**src/asu_consts.svh**
```systemverilog
// register offsets, reset values, field positions and timing figures of the serial unit
`ifndef ASU_CONSTS_SVH
`define ASU_CONSTS_SVH

// ----------------------------------------------------------------------
// register byte addresses
// ----------------------------------------------------------------------
`define ASU_OFS_OPMODE   16'hff50
`define ASU_OFS_CTRL     16'hff58
`define ASU_OFS_P1DIR    16'hff20
`define ASU_OFS_P1LATCH  16'hff24
`define ASU_OFS_P1PINS   16'hff28
`define ASU_OFS_TXBUF    16'hff60
`define ASU_OFS_RXBUF    16'hff64
`define ASU_OFS_RXERR    16'hff68
`define ASU_OFS_TXSTAT   16'hff6c
`define ASU_OFS_BAUD     16'hff70

// ----------------------------------------------------------------------
// reset values
// ----------------------------------------------------------------------
`define ASU_RST_OPMODE   8'h01
`define ASU_RST_CTRL     8'h16
`define ASU_RST_P1DIR    8'hff
`define ASU_RST_P1LATCH  8'h00
`define ASU_RST_BAUD     8'hff

// ----------------------------------------------------------------------
// field positions
// ----------------------------------------------------------------------
`define ASU_MODE_POWER   7
`define ASU_MODE_TXEN    6
`define ASU_MODE_RXEN    5
`define ASU_MODE_PAR_HI  4
`define ASU_MODE_PAR_LO  3
`define ASU_MODE_CHLEN   2
`define ASU_MODE_STOP    1
`define ASU_CTRL_ORDER   1
`define ASU_CTRL_INV     0
`define ASU_CTRL_MASK    8'h3f
`define ASU_TX_PIN       3
`define ASU_RX_PIN       4
`define ASU_ERR_PE       2
`define ASU_ERR_FE       1
`define ASU_ERR_OVE      0

// ----------------------------------------------------------------------
// timing: shortest bit period in clock cycles
// ----------------------------------------------------------------------
`define ASU_BAUD_MIN     8'h02

`endif

```
**src/asu_pkg.sv**
```systemverilog
// types shared by the serial unit
package asu_pkg;

  // parity select codes: none, zero, odd, even
  typedef enum logic [1:0] {
    ASU_PAR_NONE,
    ASU_PAR_ZERO,
    ASU_PAR_ODD,
    ASU_PAR_EVEN
  } asu_par_e;

  typedef enum logic [2:0] {
    TX_IDLE,
    TX_START,
    TX_DATA,
    TX_PAR,
    TX_STOP
  } asu_tx_e;

  typedef enum logic [2:0] {
    RX_IDLE,
    RX_START,
    RX_DATA,
    RX_PAR,
    RX_STOP
  } asu_rx_e;

  // avalon-mm slave request
  typedef struct packed {
    logic [15:0] address;
    logic        read;
    logic        write;
    logic [31:0] writedata;
  } asu_avm_req_s;

  // port 1 pin group (output, output enable)
  typedef struct packed {
    logic [7:0] out;
    logic [7:0] oe;
  } asu_pins_s;

  // whole state of the unit
  typedef struct packed {
    logic [7:0]  mode;
    logic [7:0]  ctrl;
    logic [7:0]  p1dir;
    logic [7:0]  p1latch;
    logic [7:0]  baud;
    logic [7:0]  txbuf;
    logic [7:0]  rxbuf;
    logic [2:0]  rxerr;
    logic        tx_bfull;
    logic        tx_sfull;
    logic        tx_hold;
    logic        rx_full;
    asu_tx_e     tx_st;
    logic [7:0]  tx_sh;
    logic [7:0]  tx_word;
    logic        tx_par;
    logic [3:0]  tx_cnt;
    logic [7:0]  tx_tmr;
    asu_rx_e     rx_st;
    logic [7:0]  rx_sh;
    logic        rx_ones;
    logic [3:0]  rx_cnt;
    logic [7:0]  rx_tmr;
    logic [7:0]  pin_s1;
    logic [7:0]  pin_s2;
    logic        wait_req;
    logic [31:0] rdata;
    asu_pins_s   pins;
  } asu_state_s;

endpackage

```
**src/asu_core.sv**
```systemverilog
// async serial unit: register slave, port 1 pin sharing, transmitter and receiver
`timescale 1ns/1ps
`include "asu_consts.svh"

module asu_core (
  input  wire logic                  i_sys_clk,
  input  wire logic                  i_sys_rst,
  input  wire asu_pkg::asu_avm_req_s i_avm,
  output logic                       o_avm_waitrequest,
  output logic [31:0]                o_avm_readdata,
  input  wire logic [7:0]            i_port1_in,
  output logic [7:0]                 o_port1_out,
  output logic [7:0]                 o_port1_oe
);
  import asu_pkg::*;

  asu_state_s st_ff;
  asu_state_s nxt_st;

  // reverse bit order of a character so the shifter always sends bit 0
  function automatic logic [7:0] rev_char(input logic [7:0] d, input logic len8);
    logic [7:0] r;
    for (int i = 0; i < 8; i++) begin
      r[i] = d[7-i];
    end
    return len8 ? r : {1'b0, r[7:1]};
  endfunction

  // ----------------------------------------------------------------------
  // decoded controls
  // ----------------------------------------------------------------------
  logic       pwr;
  logic       tx_run;
  logic       rx_run;
  logic       len8;
  logic       stop2;
  logic       lsb_first;
  asu_par_e   par_sel;
  logic [7:0] bit_per;
  logic       rx_line;
  logic       tx_bit;
  logic       wr_acc;
  logic       rd_acc;

  assign pwr       = st_ff.mode[`ASU_MODE_POWER];
  assign tx_run    = pwr & st_ff.mode[`ASU_MODE_TXEN];
  assign rx_run    = pwr & st_ff.mode[`ASU_MODE_RXEN];
  assign len8      = st_ff.mode[`ASU_MODE_CHLEN];
  assign stop2     = st_ff.mode[`ASU_MODE_STOP];
  assign par_sel   = asu_par_e'(st_ff.mode[`ASU_MODE_PAR_HI:`ASU_MODE_PAR_LO]);
  assign lsb_first = st_ff.ctrl[`ASU_CTRL_ORDER];
  // a divisor below the minimum would give no room for a mid-bit sample
  assign bit_per   = (st_ff.baud < `ASU_BAUD_MIN) ? `ASU_BAUD_MIN : st_ff.baud;
  // receive input held high while powered down
  assign rx_line   = pwr ? st_ff.pin_s2[`ASU_RX_PIN] : 1'b1;
  // the bus answers one cycle after the request appears
  assign wr_acc    = i_avm.write & ~st_ff.wait_req;
  assign rd_acc    = i_avm.read & ~st_ff.wait_req;

  // line level of the transmitter for the current state
  always_comb begin
    case (st_ff.tx_st)
      TX_START: tx_bit = 1'b0;
      TX_DATA:  tx_bit = st_ff.tx_sh[0];
      TX_PAR:   tx_bit = st_ff.tx_par;
      default:  tx_bit = 1'b1;
    endcase
  end

  // ----------------------------------------------------------------------
  // next state
  // ----------------------------------------------------------------------
  always_comb begin
    nxt_st = st_ff;

    // pin synchroniser, two stages before any use
    nxt_st.pin_s1 = i_port1_in;
    nxt_st.pin_s2 = st_ff.pin_s1;

    // bus handshake: waitrequest low for exactly one cycle per request
    nxt_st.wait_req = ~((i_avm.read | i_avm.write) & st_ff.wait_req);
    nxt_st.rdata    = 32'h0000_0000;
    if ((i_avm.read | i_avm.write) & st_ff.wait_req & i_avm.read) begin
      case (i_avm.address)
        `ASU_OFS_OPMODE:  nxt_st.rdata[7:0] = st_ff.mode;
        `ASU_OFS_CTRL:    nxt_st.rdata[7:0] = st_ff.ctrl & `ASU_CTRL_MASK;
        `ASU_OFS_P1DIR:   nxt_st.rdata[7:0] = st_ff.p1dir;
        `ASU_OFS_P1LATCH: nxt_st.rdata[7:0] = st_ff.p1latch;
        `ASU_OFS_P1PINS:  nxt_st.rdata[7:0] = st_ff.pin_s2;
        `ASU_OFS_TXBUF:   nxt_st.rdata[7:0] = st_ff.txbuf;
        `ASU_OFS_RXBUF:   nxt_st.rdata[7:0] = st_ff.rxbuf;
        `ASU_OFS_RXERR:   nxt_st.rdata[2:0] = st_ff.rxerr;
        `ASU_OFS_TXSTAT:  nxt_st.rdata[1:0] = {st_ff.tx_bfull, st_ff.tx_sfull};
        `ASU_OFS_BAUD:    nxt_st.rdata[7:0] = st_ff.baud;
        default:          nxt_st.rdata = 32'h0000_0000;  // unmapped reads zero
      endcase
    end

    // read side effects come first so a same-cycle hardware set wins
    if (rd_acc && i_avm.address == `ASU_OFS_RXBUF) begin
      nxt_st.rx_full = 1'b0;
    end
    if (rd_acc && i_avm.address == `ASU_OFS_RXERR) begin
      nxt_st.rxerr = 3'h0;
    end

    // register writes
    if (wr_acc) begin
      case (i_avm.address)
        `ASU_OFS_OPMODE:  nxt_st.mode    = i_avm.writedata[7:0];
        `ASU_OFS_CTRL:    nxt_st.ctrl    = i_avm.writedata[7:0] & `ASU_CTRL_MASK;
        `ASU_OFS_P1DIR:   nxt_st.p1dir   = i_avm.writedata[7:0];
        `ASU_OFS_P1LATCH: nxt_st.p1latch = i_avm.writedata[7:0];
        `ASU_OFS_BAUD:    nxt_st.baud    = i_avm.writedata[7:0];
        default:          nxt_st.mode    = st_ff.mode;  // transmit buffer handled below, the rest ignored
      endcase
    end

    // power dropped during a frame: park the tx pin high until tx is disabled or power returns
    if (wr_acc && i_avm.address == `ASU_OFS_OPMODE && st_ff.tx_sfull &&
        !i_avm.writedata[`ASU_MODE_POWER]) begin
      nxt_st.tx_hold = 1'b1;
    end else if (pwr || !st_ff.mode[`ASU_MODE_TXEN]) begin
      nxt_st.tx_hold = 1'b0;
    end

    // ------------------------------------------------------------------
    // transmitter
    // ------------------------------------------------------------------
    if (!tx_run) begin
      nxt_st.tx_st    = TX_IDLE;
      nxt_st.tx_bfull = 1'b0;
      nxt_st.tx_sfull = 1'b0;
      nxt_st.tx_tmr   = 8'h00;
    end else if (st_ff.tx_st == TX_IDLE) begin
      if (st_ff.tx_bfull) begin
        // buffer moves to the shifter; the buffer is free again at once
        nxt_st.tx_word  = len8 ? st_ff.txbuf : {1'b0, st_ff.txbuf[6:0]};
        nxt_st.tx_sh    = lsb_first ? nxt_st.tx_word
                                    : rev_char(st_ff.txbuf, len8);
        nxt_st.tx_par   = (par_sel == ASU_PAR_EVEN) ? ^nxt_st.tx_word :
                          (par_sel == ASU_PAR_ODD)  ? ~^nxt_st.tx_word : 1'b0;
        nxt_st.tx_bfull = 1'b0;
        nxt_st.tx_sfull = 1'b1;
        nxt_st.tx_st    = TX_START;
        nxt_st.tx_tmr   = bit_per - 8'h01;
      end
    end else if (st_ff.tx_tmr != 8'h00) begin
      nxt_st.tx_tmr = st_ff.tx_tmr - 8'h01;
    end else begin
      nxt_st.tx_tmr = bit_per - 8'h01;
      case (st_ff.tx_st)
        TX_START: begin
          nxt_st.tx_st  = TX_DATA;
          nxt_st.tx_cnt = len8 ? 4'h7 : 4'h6;
        end
        TX_DATA: begin
          nxt_st.tx_sh  = {1'b0, st_ff.tx_sh[7:1]};
          nxt_st.tx_cnt = st_ff.tx_cnt - 4'h1;
          if (st_ff.tx_cnt == 4'h0) begin
            nxt_st.tx_st  = (par_sel == ASU_PAR_NONE) ? TX_STOP : TX_PAR;
            nxt_st.tx_cnt = {3'h0, stop2};
          end
        end
        TX_PAR: begin
          nxt_st.tx_st  = TX_STOP;
          nxt_st.tx_cnt = {3'h0, stop2};
        end
        TX_STOP: begin
          nxt_st.tx_cnt = st_ff.tx_cnt - 4'h1;
          if (st_ff.tx_cnt == 4'h0) begin
            nxt_st.tx_st    = TX_IDLE;
            nxt_st.tx_sfull = 1'b0;
          end
        end
        default: nxt_st.tx_st = TX_IDLE;
      endcase
    end
    // a buffer write while full overwrites; software checks the full flag first
    if (wr_acc && i_avm.address == `ASU_OFS_TXBUF && tx_run) begin
      nxt_st.txbuf    = i_avm.writedata[7:0];
      nxt_st.tx_bfull = 1'b1;
    end

    // ------------------------------------------------------------------
    // receiver, runs independently of the transmitter
    // ------------------------------------------------------------------
    if (!rx_run) begin
      nxt_st.rx_st  = RX_IDLE;
      nxt_st.rx_tmr = 8'h00;
    end else if (st_ff.rx_st == RX_IDLE) begin
      if (!rx_line) begin
        nxt_st.rx_st   = RX_START;
        nxt_st.rx_tmr  = {1'b0, bit_per[7:1]};
        nxt_st.rx_sh   = 8'h00;
        nxt_st.rx_ones = 1'b0;
      end
    end else if (st_ff.rx_tmr != 8'h00) begin
      nxt_st.rx_tmr = st_ff.rx_tmr - 8'h01;
    end else begin
      nxt_st.rx_tmr = bit_per - 8'h01;
      case (st_ff.rx_st)
        RX_START: begin
          // a high mid-start sample is a glitch, not a frame
          nxt_st.rx_st  = rx_line ? RX_IDLE : RX_DATA;
          nxt_st.rx_cnt = len8 ? 4'h7 : 4'h6;
        end
        RX_DATA: begin
          nxt_st.rx_sh   = lsb_first ? {rx_line, st_ff.rx_sh[7:1]}
                                     : {st_ff.rx_sh[6:0], rx_line};
          nxt_st.rx_ones = st_ff.rx_ones ^ rx_line;
          nxt_st.rx_cnt  = st_ff.rx_cnt - 4'h1;
          if (st_ff.rx_cnt == 4'h0) begin
            nxt_st.rx_st = (par_sel == ASU_PAR_NONE) ? RX_STOP : RX_PAR;
          end
        end
        RX_PAR: begin
          nxt_st.rx_ones = st_ff.rx_ones ^ rx_line;
          nxt_st.rx_st   = RX_STOP;
        end
        RX_STOP: begin
          // only the first stop bit is checked on receive
          nxt_st.rx_st = RX_IDLE;
          if (!rx_line) begin
            nxt_st.rxerr[`ASU_ERR_FE] = 1'b1;
          end
          if ((par_sel == ASU_PAR_EVEN && st_ff.rx_ones) ||
              (par_sel == ASU_PAR_ODD && !st_ff.rx_ones)) begin
            nxt_st.rxerr[`ASU_ERR_PE] = 1'b1;
          end
          if (st_ff.rx_full) begin
            nxt_st.rxerr[`ASU_ERR_OVE] = 1'b1;  // overrun keeps the old byte
          end else begin
            nxt_st.rxbuf   = len8 ? st_ff.rx_sh :
                             (lsb_first ? {1'b0, st_ff.rx_sh[7:1]}
                                        : {1'b0, st_ff.rx_sh[6:0]});
            nxt_st.rx_full = 1'b1;
          end
        end
        default: nxt_st.rx_st = RX_IDLE;
      endcase
    end

    // power off clears status, receive buffer and both engines
    if (!pwr) begin
      nxt_st.rxerr    = 3'h0;
      nxt_st.rxbuf    = 8'h00;
      nxt_st.rx_full  = 1'b0;
      nxt_st.tx_bfull = 1'b0;
      nxt_st.tx_sfull = 1'b0;
      nxt_st.tx_sh    = 8'h00;
      nxt_st.rx_sh    = 8'h00;
    end

    // pins: direction always from the direction register, port latch unless the transmitter owns pin 3
    nxt_st.pins.oe  = ~st_ff.p1dir;
    nxt_st.pins.out = st_ff.p1latch;
    if (st_ff.tx_hold) begin
      nxt_st.pins.out[`ASU_TX_PIN] = 1'b1;
    end else if (tx_run) begin
      nxt_st.pins.out[`ASU_TX_PIN] = tx_bit ^ st_ff.ctrl[`ASU_CTRL_INV];
    end
  end

  // ----------------------------------------------------------------------
  // state register
  // ----------------------------------------------------------------------
  always_ff @(posedge i_sys_clk or posedge i_sys_rst) begin
    if (i_sys_rst) begin
      st_ff          <= '0;
      st_ff.mode     <= `ASU_RST_OPMODE;
      st_ff.ctrl     <= `ASU_RST_CTRL & `ASU_CTRL_MASK;
      st_ff.p1dir    <= `ASU_RST_P1DIR;
      st_ff.p1latch  <= `ASU_RST_P1LATCH;
      st_ff.baud     <= `ASU_RST_BAUD;
      st_ff.tx_st    <= TX_IDLE;
      st_ff.rx_st    <= RX_IDLE;
      st_ff.pin_s1   <= 8'hff;
      st_ff.pin_s2   <= 8'hff;
      st_ff.wait_req <= 1'b1;
      st_ff.pins.out <= `ASU_RST_P1LATCH;
      st_ff.pins.oe  <= ~`ASU_RST_P1DIR;
    end else begin
      st_ff <= nxt_st;
    end
  end

  assign o_avm_waitrequest = st_ff.wait_req;
  assign o_avm_readdata    = st_ff.rdata;
  assign o_port1_out       = st_ff.pins.out;
  assign o_port1_oe        = st_ff.pins.oe;
endmodule

```
**config.mk**
```make
export PLATFORM = sky130hd
export DESIGN_NAME = asu_core
export DESIGN_NICKNAME = d
export VERILOG_FILES = /design/src/asu_pkg.sv /design/src/asu_core.sv
export VERILOG_INCLUDE_DIRS = /design/src
export SDC_FILE = /design/constraint.sdc
export NUM_CORES = 1
export LEC_CHECK = 0
export ABC_CLOCK_PERIOD_IN_PS = 4580
export BUFFER_PORTS_ARGS = -buffer_cell sky130_fd_sc_hd__buf_2
export CAP_MARGIN = 20
export CORE_MARGIN = 5
export CORE_UTILIZATION = 25
export DETAILED_ROUTE_END_ITERATION = 6
export GPL_ROUTABILITY_DRIVEN = 0
export PLACE_DENSITY = 0.44
export RECOVER_POWER = 50
export REMOVE_ABC_BUFFERS = 1
export SETUP_SLACK_MARGIN = 0.2
export SYNTH_ARGS = -nofsm -noshare
export SYNTH_HDL_FRONTEND = slang
export SYNTH_SLANG_ARGS = --single-unit
```
**constraint.sdc**
```tcl
create_clock -name i_sys_clk -period 4.58 [get_ports i_sys_clk]
set_input_delay 0.916 -clock i_sys_clk [delete_from_list [all_inputs] [get_ports i_sys_clk]]
set_output_delay 0.916 -clock i_sys_clk [all_outputs]
set_load 0.02 [all_outputs]
```
==> impl_metrics.yaml, run 1 <==
status:
  outcome: "finished with violations"
  violations: "capacitance limit, slew limit"
worst_setup_path:
  crit_type: "input pin to register"
  max_stage_delay_ps: 670
  crit_buf_inv: 1
  ff2ff_path_depth: 8
  path_cells: "buf_2 > nor2b_1 > or4b_1 > nor4_4 > mux2_2"
  worstSetupEndpointType: "register"
  path_max_fanout: 14
  worst_path_max_delay_cell: "nor4_4"
  reg2reg_slack_ps: 1640
  critPathRequiredTime_ps: 4880
  r2r-start: "st_ff[148]$_DFFE_PP1P_"
  cpLargestDelayFamily: "simple AND/OR/NAND/NOR gates"
  start_kind: "input pin"
  rr_endpoint: "st_ff[69]$_DFFE_PP0P_"
  arrival_ps: 3320
clock_network:
  cts_buffer_depth: 2
  cts_hold_buf: 0
  clkLatencyLatePin_ps: 420
  cts_resized: 0
  clock-sinks: 150
  clkTransAtPathRegs_ps: 60
  clockRootBuffer: "clkbuf_16"
  cts_setup_buffers: 0
  cts-htree-levels: 4
  cts_tree: "done"
  cts_buffers: 17
routing:
  drtPass1Iterations: 6
  viasPerCell: 4.60
  num_vias: 5981
  drt_iter0_drc: 300
  wl_mm: 21.7
  wl_per_cell_um: 16.7
  drc: 0
  ant_nets: 0
floorplan:
  core_area_mm2: 0.0324
  die_height_um: 191
  die_w_um: 191
  rows: 66
  initial_core_util_pct: 25.2
  io_pins: 109
  die_area_mm2: 0.0363
timing:
  fin_tns_setup_ps: 0
  setup_viol: 0
  rsz0062_at_grt: "no"
  post-route-min-period_ps: 3030
  fin_skew_ps: 11.3
  hold_viol: 0
  finalCritPeriodShare_pct: 66.1
  tightest_slew_ps: 1750
  clock.fmax_mhz: 330
  slew_violations: 71
  maxSlewHeadroom_pct: -16.7
global_routing:
  grt_pass1_vias: 6036
  grt_pass1_wl_mm: 34.8
  antenna_found_initial: 1
  grt.total_usage_pct: 12.1
  grt_max_degree: 82
  overflow: 0
synthesis:
  synth-main-ff-cell: "dfrtp_1"
  synth_warnings: 0
  synth-seq-cells: 150
  synthesis.area_mm2: 0.00816
  synth_cells: 827
  async_reset_ff_share_pct: 100
  synth_seq_area_share_pct: 46.6
  yosysUniqueCellTypes: 71
  synth_edf_count: 0
  avgSynthCellArea_um2: 9.86
layout:
  antenna_cells: 0
  fill_cells: 3436
  post-route-util_pct: 28.5
  area_growth_pct: 13.0
  fin_nets: 911
  post_route_cells_drive_above_1_share_pct: 24.0
power_and_ir_drop:
  ir_worst_vdd_mv: 0.189
  p_leak_nw: 4.03
  power_density_mw_per_mm2: 315
worst_hold_path:
  hold_path_end: "st_ff[56]$_DFF_PP1_"
  hp-class: "register to register"
  min_path_cells: 0
  hp-start: "nxt_st[56]$_DFF_PP1_"
placement:
  dp_hpwl_mm: 15.4
  numPortBuffers: 60
job:
  drv_cap: 1
how the worst max path moves through the flow:
stage                         start                     end  slack, ps  cells after the start
after floorplan           i_sys_rst        len8$_DFFE_PP0P_       -310                      1
after global placement    i_avm[39]  nxt_st[15]$_DFFE_PP0P_       1130                      5
after detailed placement  i_avm[39]  nxt_st[15]$_DFFE_PP0P_       1140                      5
after CTS                 i_avm[39]  nxt_st[14]$_DFFE_PP0P_       1590                      5
after global routing      i_sys_rst   st_ff[98]$_DFFE_PP0P_       1200                      3
final                     i_avm[39]  nxt_st[14]$_DFFE_PP0P_       1550                      5
registers in the layout, summed over array words and instances, names as in the netlist:
| signal | cells |
|---|---|
| o_avm_readdata | 8 |
| lsb_first | 1 |
| o_port1_out | 8 |
| pwr | 1 |
| nxt_st | 15 |
| o_port1_oe | 8 |
| len8 | 1 |
| o_avm_waitrequest | 1 |
| par_sel | 2 |
| st_ff | 105 |
area by class of cell:
type | instances | area (um^2) | share of cell area [%]
Clock buffer | 20 | 457 | 4.95
Clock inverter | 12 | 144 | 1.56
Inverter | 36 | 140 | 1.52
Multi-Input combinational cell | 572 | 3780 | 41.0
Sequential cell | 150 | 3800 | 41.2
Tap cell | 442 | 553 | 6.00
Timing Repair Buffer | 67 | 348 | 3.77
power breakdown:
group	switching, mW	leakage [nW]	internal, mW
combinational	0.0902	1.79	0.0265
sequential	0.00615	1.96	1.34
clock	0.603	0.284	0.841
logic make-up (layout without fill, tap and decap cells):
| family | count (synthesis) | in the layout | share of synthesized area (%) |
|---|---|---|---|
| AOI/OAI and AO/OA | 185 | 185 | 14.3 |
| xor gates and xnor gates | 19 | 19 | 2.04 |
| and+or+nand+nor | 247 | 247 | 15.7 |
| DFF | 150 | 150 | 46.6 |
| other | 1 | 24 | 0.0460 |
| buffers and inverters | 128 | 135 | 8.24 |
| adders and majority gates | 7 | 7 | 1.07 |
| muxes | 90 | 90 | 12.1 |
cell usage in the layout (no fill, tap or decap), drive strengths merged, types with 8 or more instances in the layout:
cell type	n
inv	39
nor3	15
a31oi	13
a21oi	51
nor2	62
nor2b	13
o211ai	8
clkbuf	23
nand3	22
dfrtp	113
buf	64
mux2	56
nor4	9
nand2	69
dfstp	37
nand2b	11
conb	24
mux2i	33
xnor2	12
o21ai	57
per-layer routing:
layer  vias up  share of wire [%]  global-route usage (%)
met5         -              0.060                       0
met4         2                1.9                    3.56
met2       138                 45                    18.1
met1      2915                 50                    17.8
met3        25                3.7                    2.18
li1       2901                  -                       -
through the flow:
step                cell area (um^2)  hold WS (ps)  setup slack, ps  power [mW]  std cells
floorplan                       7710           345             -311        1.43        758
global placement                8630           346             1130        1.49       1266
detailed placement              8640           347             1140        1.49       1267
CTS                             9240           356             1590        2.94       1299
global route                    9220           359             1200        3.01       1299
finish                          9220           355             1550        2.91       1299
Yosys cell counts (6+ instances only):
master	count	area share (%)
a21oi_1	51	3.1
a31oi_1	13	1.0
buf_4	48	4.4
clkbuf_1	37	1.7
dfrtp_1	113	35
dfstp_2	37	12
ha_1	7	1.1
inv_1	36	1.7
mux2_2	56	7.7
mux2i_1	33	4.0
nand2_1	68	3.1
nand2b_1	11	0.84
nand3_1	22	1.3
nand4_1	7	0.54
nor2_1	62	2.9
nor2b_1	13	1.0
nor3_1	14	0.86
nor3b_1	6	0.55
nor4_1	7	0.54
o211ai_1	8	0.74
o21ai_0	56	3.4
o41ai_1	6	0.64
or3_1	6	0.46
xnor2_1	12	1.3
xor2_1	7	0.75
No activity file was read; power rests on OpenSTA's default activity.
==> inputs of run 2 (changes only) <==
--- a/config.mk
+++ b/config.mk
@@ -6,14 +6,14 @@
 export SDC_FILE = /design/constraint.sdc
 export NUM_CORES = 1
 export LEC_CHECK = 0
-export ABC_CLOCK_PERIOD_IN_PS = 4580
+export ABC_CLOCK_PERIOD_IN_PS = 3090
 export BUFFER_PORTS_ARGS = -buffer_cell sky130_fd_sc_hd__buf_2
 export CAP_MARGIN = 20
 export CORE_MARGIN = 5
 export CORE_UTILIZATION = 25
 export DETAILED_ROUTE_END_ITERATION = 6
 export GPL_ROUTABILITY_DRIVEN = 0
-export PLACE_DENSITY = 0.44
+export PLACE_DENSITY = 0.43
 export RECOVER_POWER = 50
 export REMOVE_ABC_BUFFERS = 1
 export SETUP_SLACK_MARGIN = 0.2
==> constraint.sdc (replaced) <==
create_clock -name i_sys_clk -period 3.09 [get_ports i_sys_clk]
set_input_delay 0.618 -clock i_sys_clk [delete_from_list [all_inputs] [get_ports i_sys_clk]]
set_output_delay 0.618 -clock i_sys_clk [all_outputs]
set_load 0.02 [all_outputs]
==> run 2 against run 1 <==
Effect of this change: global-route usage up 0.57 points; critical endpoint is now st_ff[69]$_DFFE_PP0P_; highest routed layer unchanged; the flow still finishes with violations (capacitance limit, slew limit); routed wire length is 4.3% higher; non-clock buffer count is 22 higher; largest cell class unchanged.
==> impl_metrics.yaml, run 2 (synthesized netlist as in run 1, its figures left out) <==
status:
  outcome: "finished with violations"
  violations: "capacitance limit, slew limit"
floorplan:
  die_height_um: 191
  io_pins: 109
  die_w_um: 191
  initial_core_util_pct: 25.2
  rows: 66
  die_area_mm2: 0.0363
  core_area_mm2: 0.0324
layout:
  antenna_cells: 0
  area_growth_pct: 15.3
  largest_reg_flops: 105
  fin_nets: 933
  fill_cells: 3469
  fin_cells: 1321
  post_route_cells_drive_above_1_share_pct: 25.9
  layout_commonest_cell: "dfrtp_1"
  mostFrequentLayoutCells: "dfrtp_1, nand2_1, nor2_1"
  largest-register: "st_ff"
placement:
  place_inst: 1289
  dp_hpwl_mm: 16.3
  numPortBuffers: 60
power_and_ir_drop:
  p_leak_nw: 4.16
  ir_worst_vdd_mv: 0.312
  finalPower_mw: 4.35
  power_density_mw_per_mm2: 462
worst_setup_path:
  path_cells: "or4_1 > o41ai_2 > buf_4 > ha_1 > nor3b_1 > xor2_1 > o311ai_1 > a31oi_1 > a21o_1"
  start_kind: "register"
  cpLargestDelayFamily: "simple AND/OR/NAND/NOR gates"
  worstSetupEndpointType: "register"
  crit_type: "register to register"
  critical_path_cell_count: 9
  arrival_ps: 2940
  path_max_fanout: 6
  ff2ff_path_depth: 9
  max_stage_delay_ps: 610
  critPathRequiredTime_ps: 3420
  worst_path_max_delay_cell: "or4_1"
  crit_buf_inv: 1
clock_network:
  clkLatencyLatePin_ps: 430
  clkTransAtPathRegs_ps: 70
  clockRootBuffer: "clkbuf_16"
  cts_buffer_depth: 2
  cts_buffers: 17
  clock-sinks: 150
  cts-htree-levels: 4
  cts_tree: "done"
routing:
  ant_nets: 0
  drtPass1Iterations: 5
  drt_iter0_drc: 424
  num_vias: 6161
  wl_mm: 22.7
  drc: 0
  wl_per_cell_um: 17.2
  viasPerCell: 4.66
global_routing:
  grt_max_degree: 56
  grt.total_usage_pct: 12.7
  antenna_found_initial: 2
  grt_pass1_wl_mm: 35.9
  overflow: 0
  grt_pass1_vias: 6136
timing:
  finalCritPeriodShare_pct: 84.6
  setup_viol: 0
  hold_viol: 0
  maxSlewHeadroom_pct: -51.3
  post-route-min-period_ps: 2610
  tightest_slew_ps: 2270
  rsz0062_at_grt: "no"
  clock.fmax_mhz: 382
  fin_skew_ps: 12.4
  slew_violations: 55
worst_hold_path:
  min_path_cells: 1
  hp-class: "input pin to register"
job:
  drv_cap: 1
-- run 2: cell type report --
| class | instances | area [um^2] | area share, % |
|---|---|---|---|
| multi-input cells | 572 | 3780 | 40.2 |
| repair buffers | 89 | 531 | 5.64 |
| inverters | 36 | 135 | 1.44 |
| clock inverters | 14 | 163 | 1.73 |
| flip-flops and latches | 150 | 3800 | 40.4 |
| well taps | 442 | 553 | 5.88 |
| clock buffers | 18 | 439 | 4.67 |
-- run 2: final timing paths --
| kind | start | endpoint | slack, ps |
|---|---|---|---|
| worst max-delay path | st_ff[148]$_DFFE_PP1P_ | st_ff[69]$_DFFE_PP0P_ | 480 |
| worst min-delay path | i_port1_in[1] | nxt_st[50]$_DFF_PP1_ | 280 |
| worst max register to register | st_ff[148]$_DFFE_PP1P_ | st_ff[69]$_DFFE_PP0P_ | 480 |
| worst min register to register | nxt_st[55]$_DFF_PP1_ | st_ff[55]$_DFF_PP1_ | 360 |
| max in group asynchronous | i_sys_rst | st_ff[53]$_DFF_PP1_ | 780 |
| min in group asynchronous | i_sys_rst | nxt_st[10]$_DFFE_PP0P_ | 950 |
-- run 2: report_power, final --
part | switching [mW] | total, mW | leakage, nW | internal [mW]
Clock | 0.936 | 2.17 | 0.288 | 1.23
Sequential | 0.00918 | 1.99 | 1.95 | 1.99
Combinational | 0.136 | 0.183 | 1.92 | 0.0468
Total | 1.08 | 4.35 | 4.16 | 3.27
-- run 2: timing repair --
item,4_1_cts,5_1_grt
endpoints found under the setup margin,0,1
buffers inserted,0,0
hold buffers,0,0
resized for setup,0,2
-- run 2: layer usage --
layer | routed length (um) | part of all wire (%) | vias up | global-route usage (%)
li1 | - | - | 2959 | -
met1 | 11100 | 49 | 3032 | 18.0
met2 | 10300 | 45 | 138 | 19.6
met3 | 784 | 3.5 | 28 | 2.25
met4 | 452 | 2.0 | 4 | 4.17
met5 | 34 | 0.15 | - | 0
-- run 2: worst reg2reg max path, cell delays in order, from the launching register on --
cell and delay (ps):
dfstp_2 400, or4_1 610, o41ai_2 260, buf_4 170
ha_1 190, nor3b_1 240, xor2_1 140, o311ai_1 270
a31oi_1 70, a21o_1 150
-- run 2: through the flow --
stage	TNS, ps	hold slack (ps)	setup WS, ps	instance area (um^2)	utilization, %
finish	0	277	475	9410	29.1
global route	0	256	252	9410	29.1
CTS	0	254	315	9400	29.0
detailed placement	0	347	296	8800	27.2
global placement	0	346	304	8800	27.2
floorplan	-185230	345	-1500	7710	-
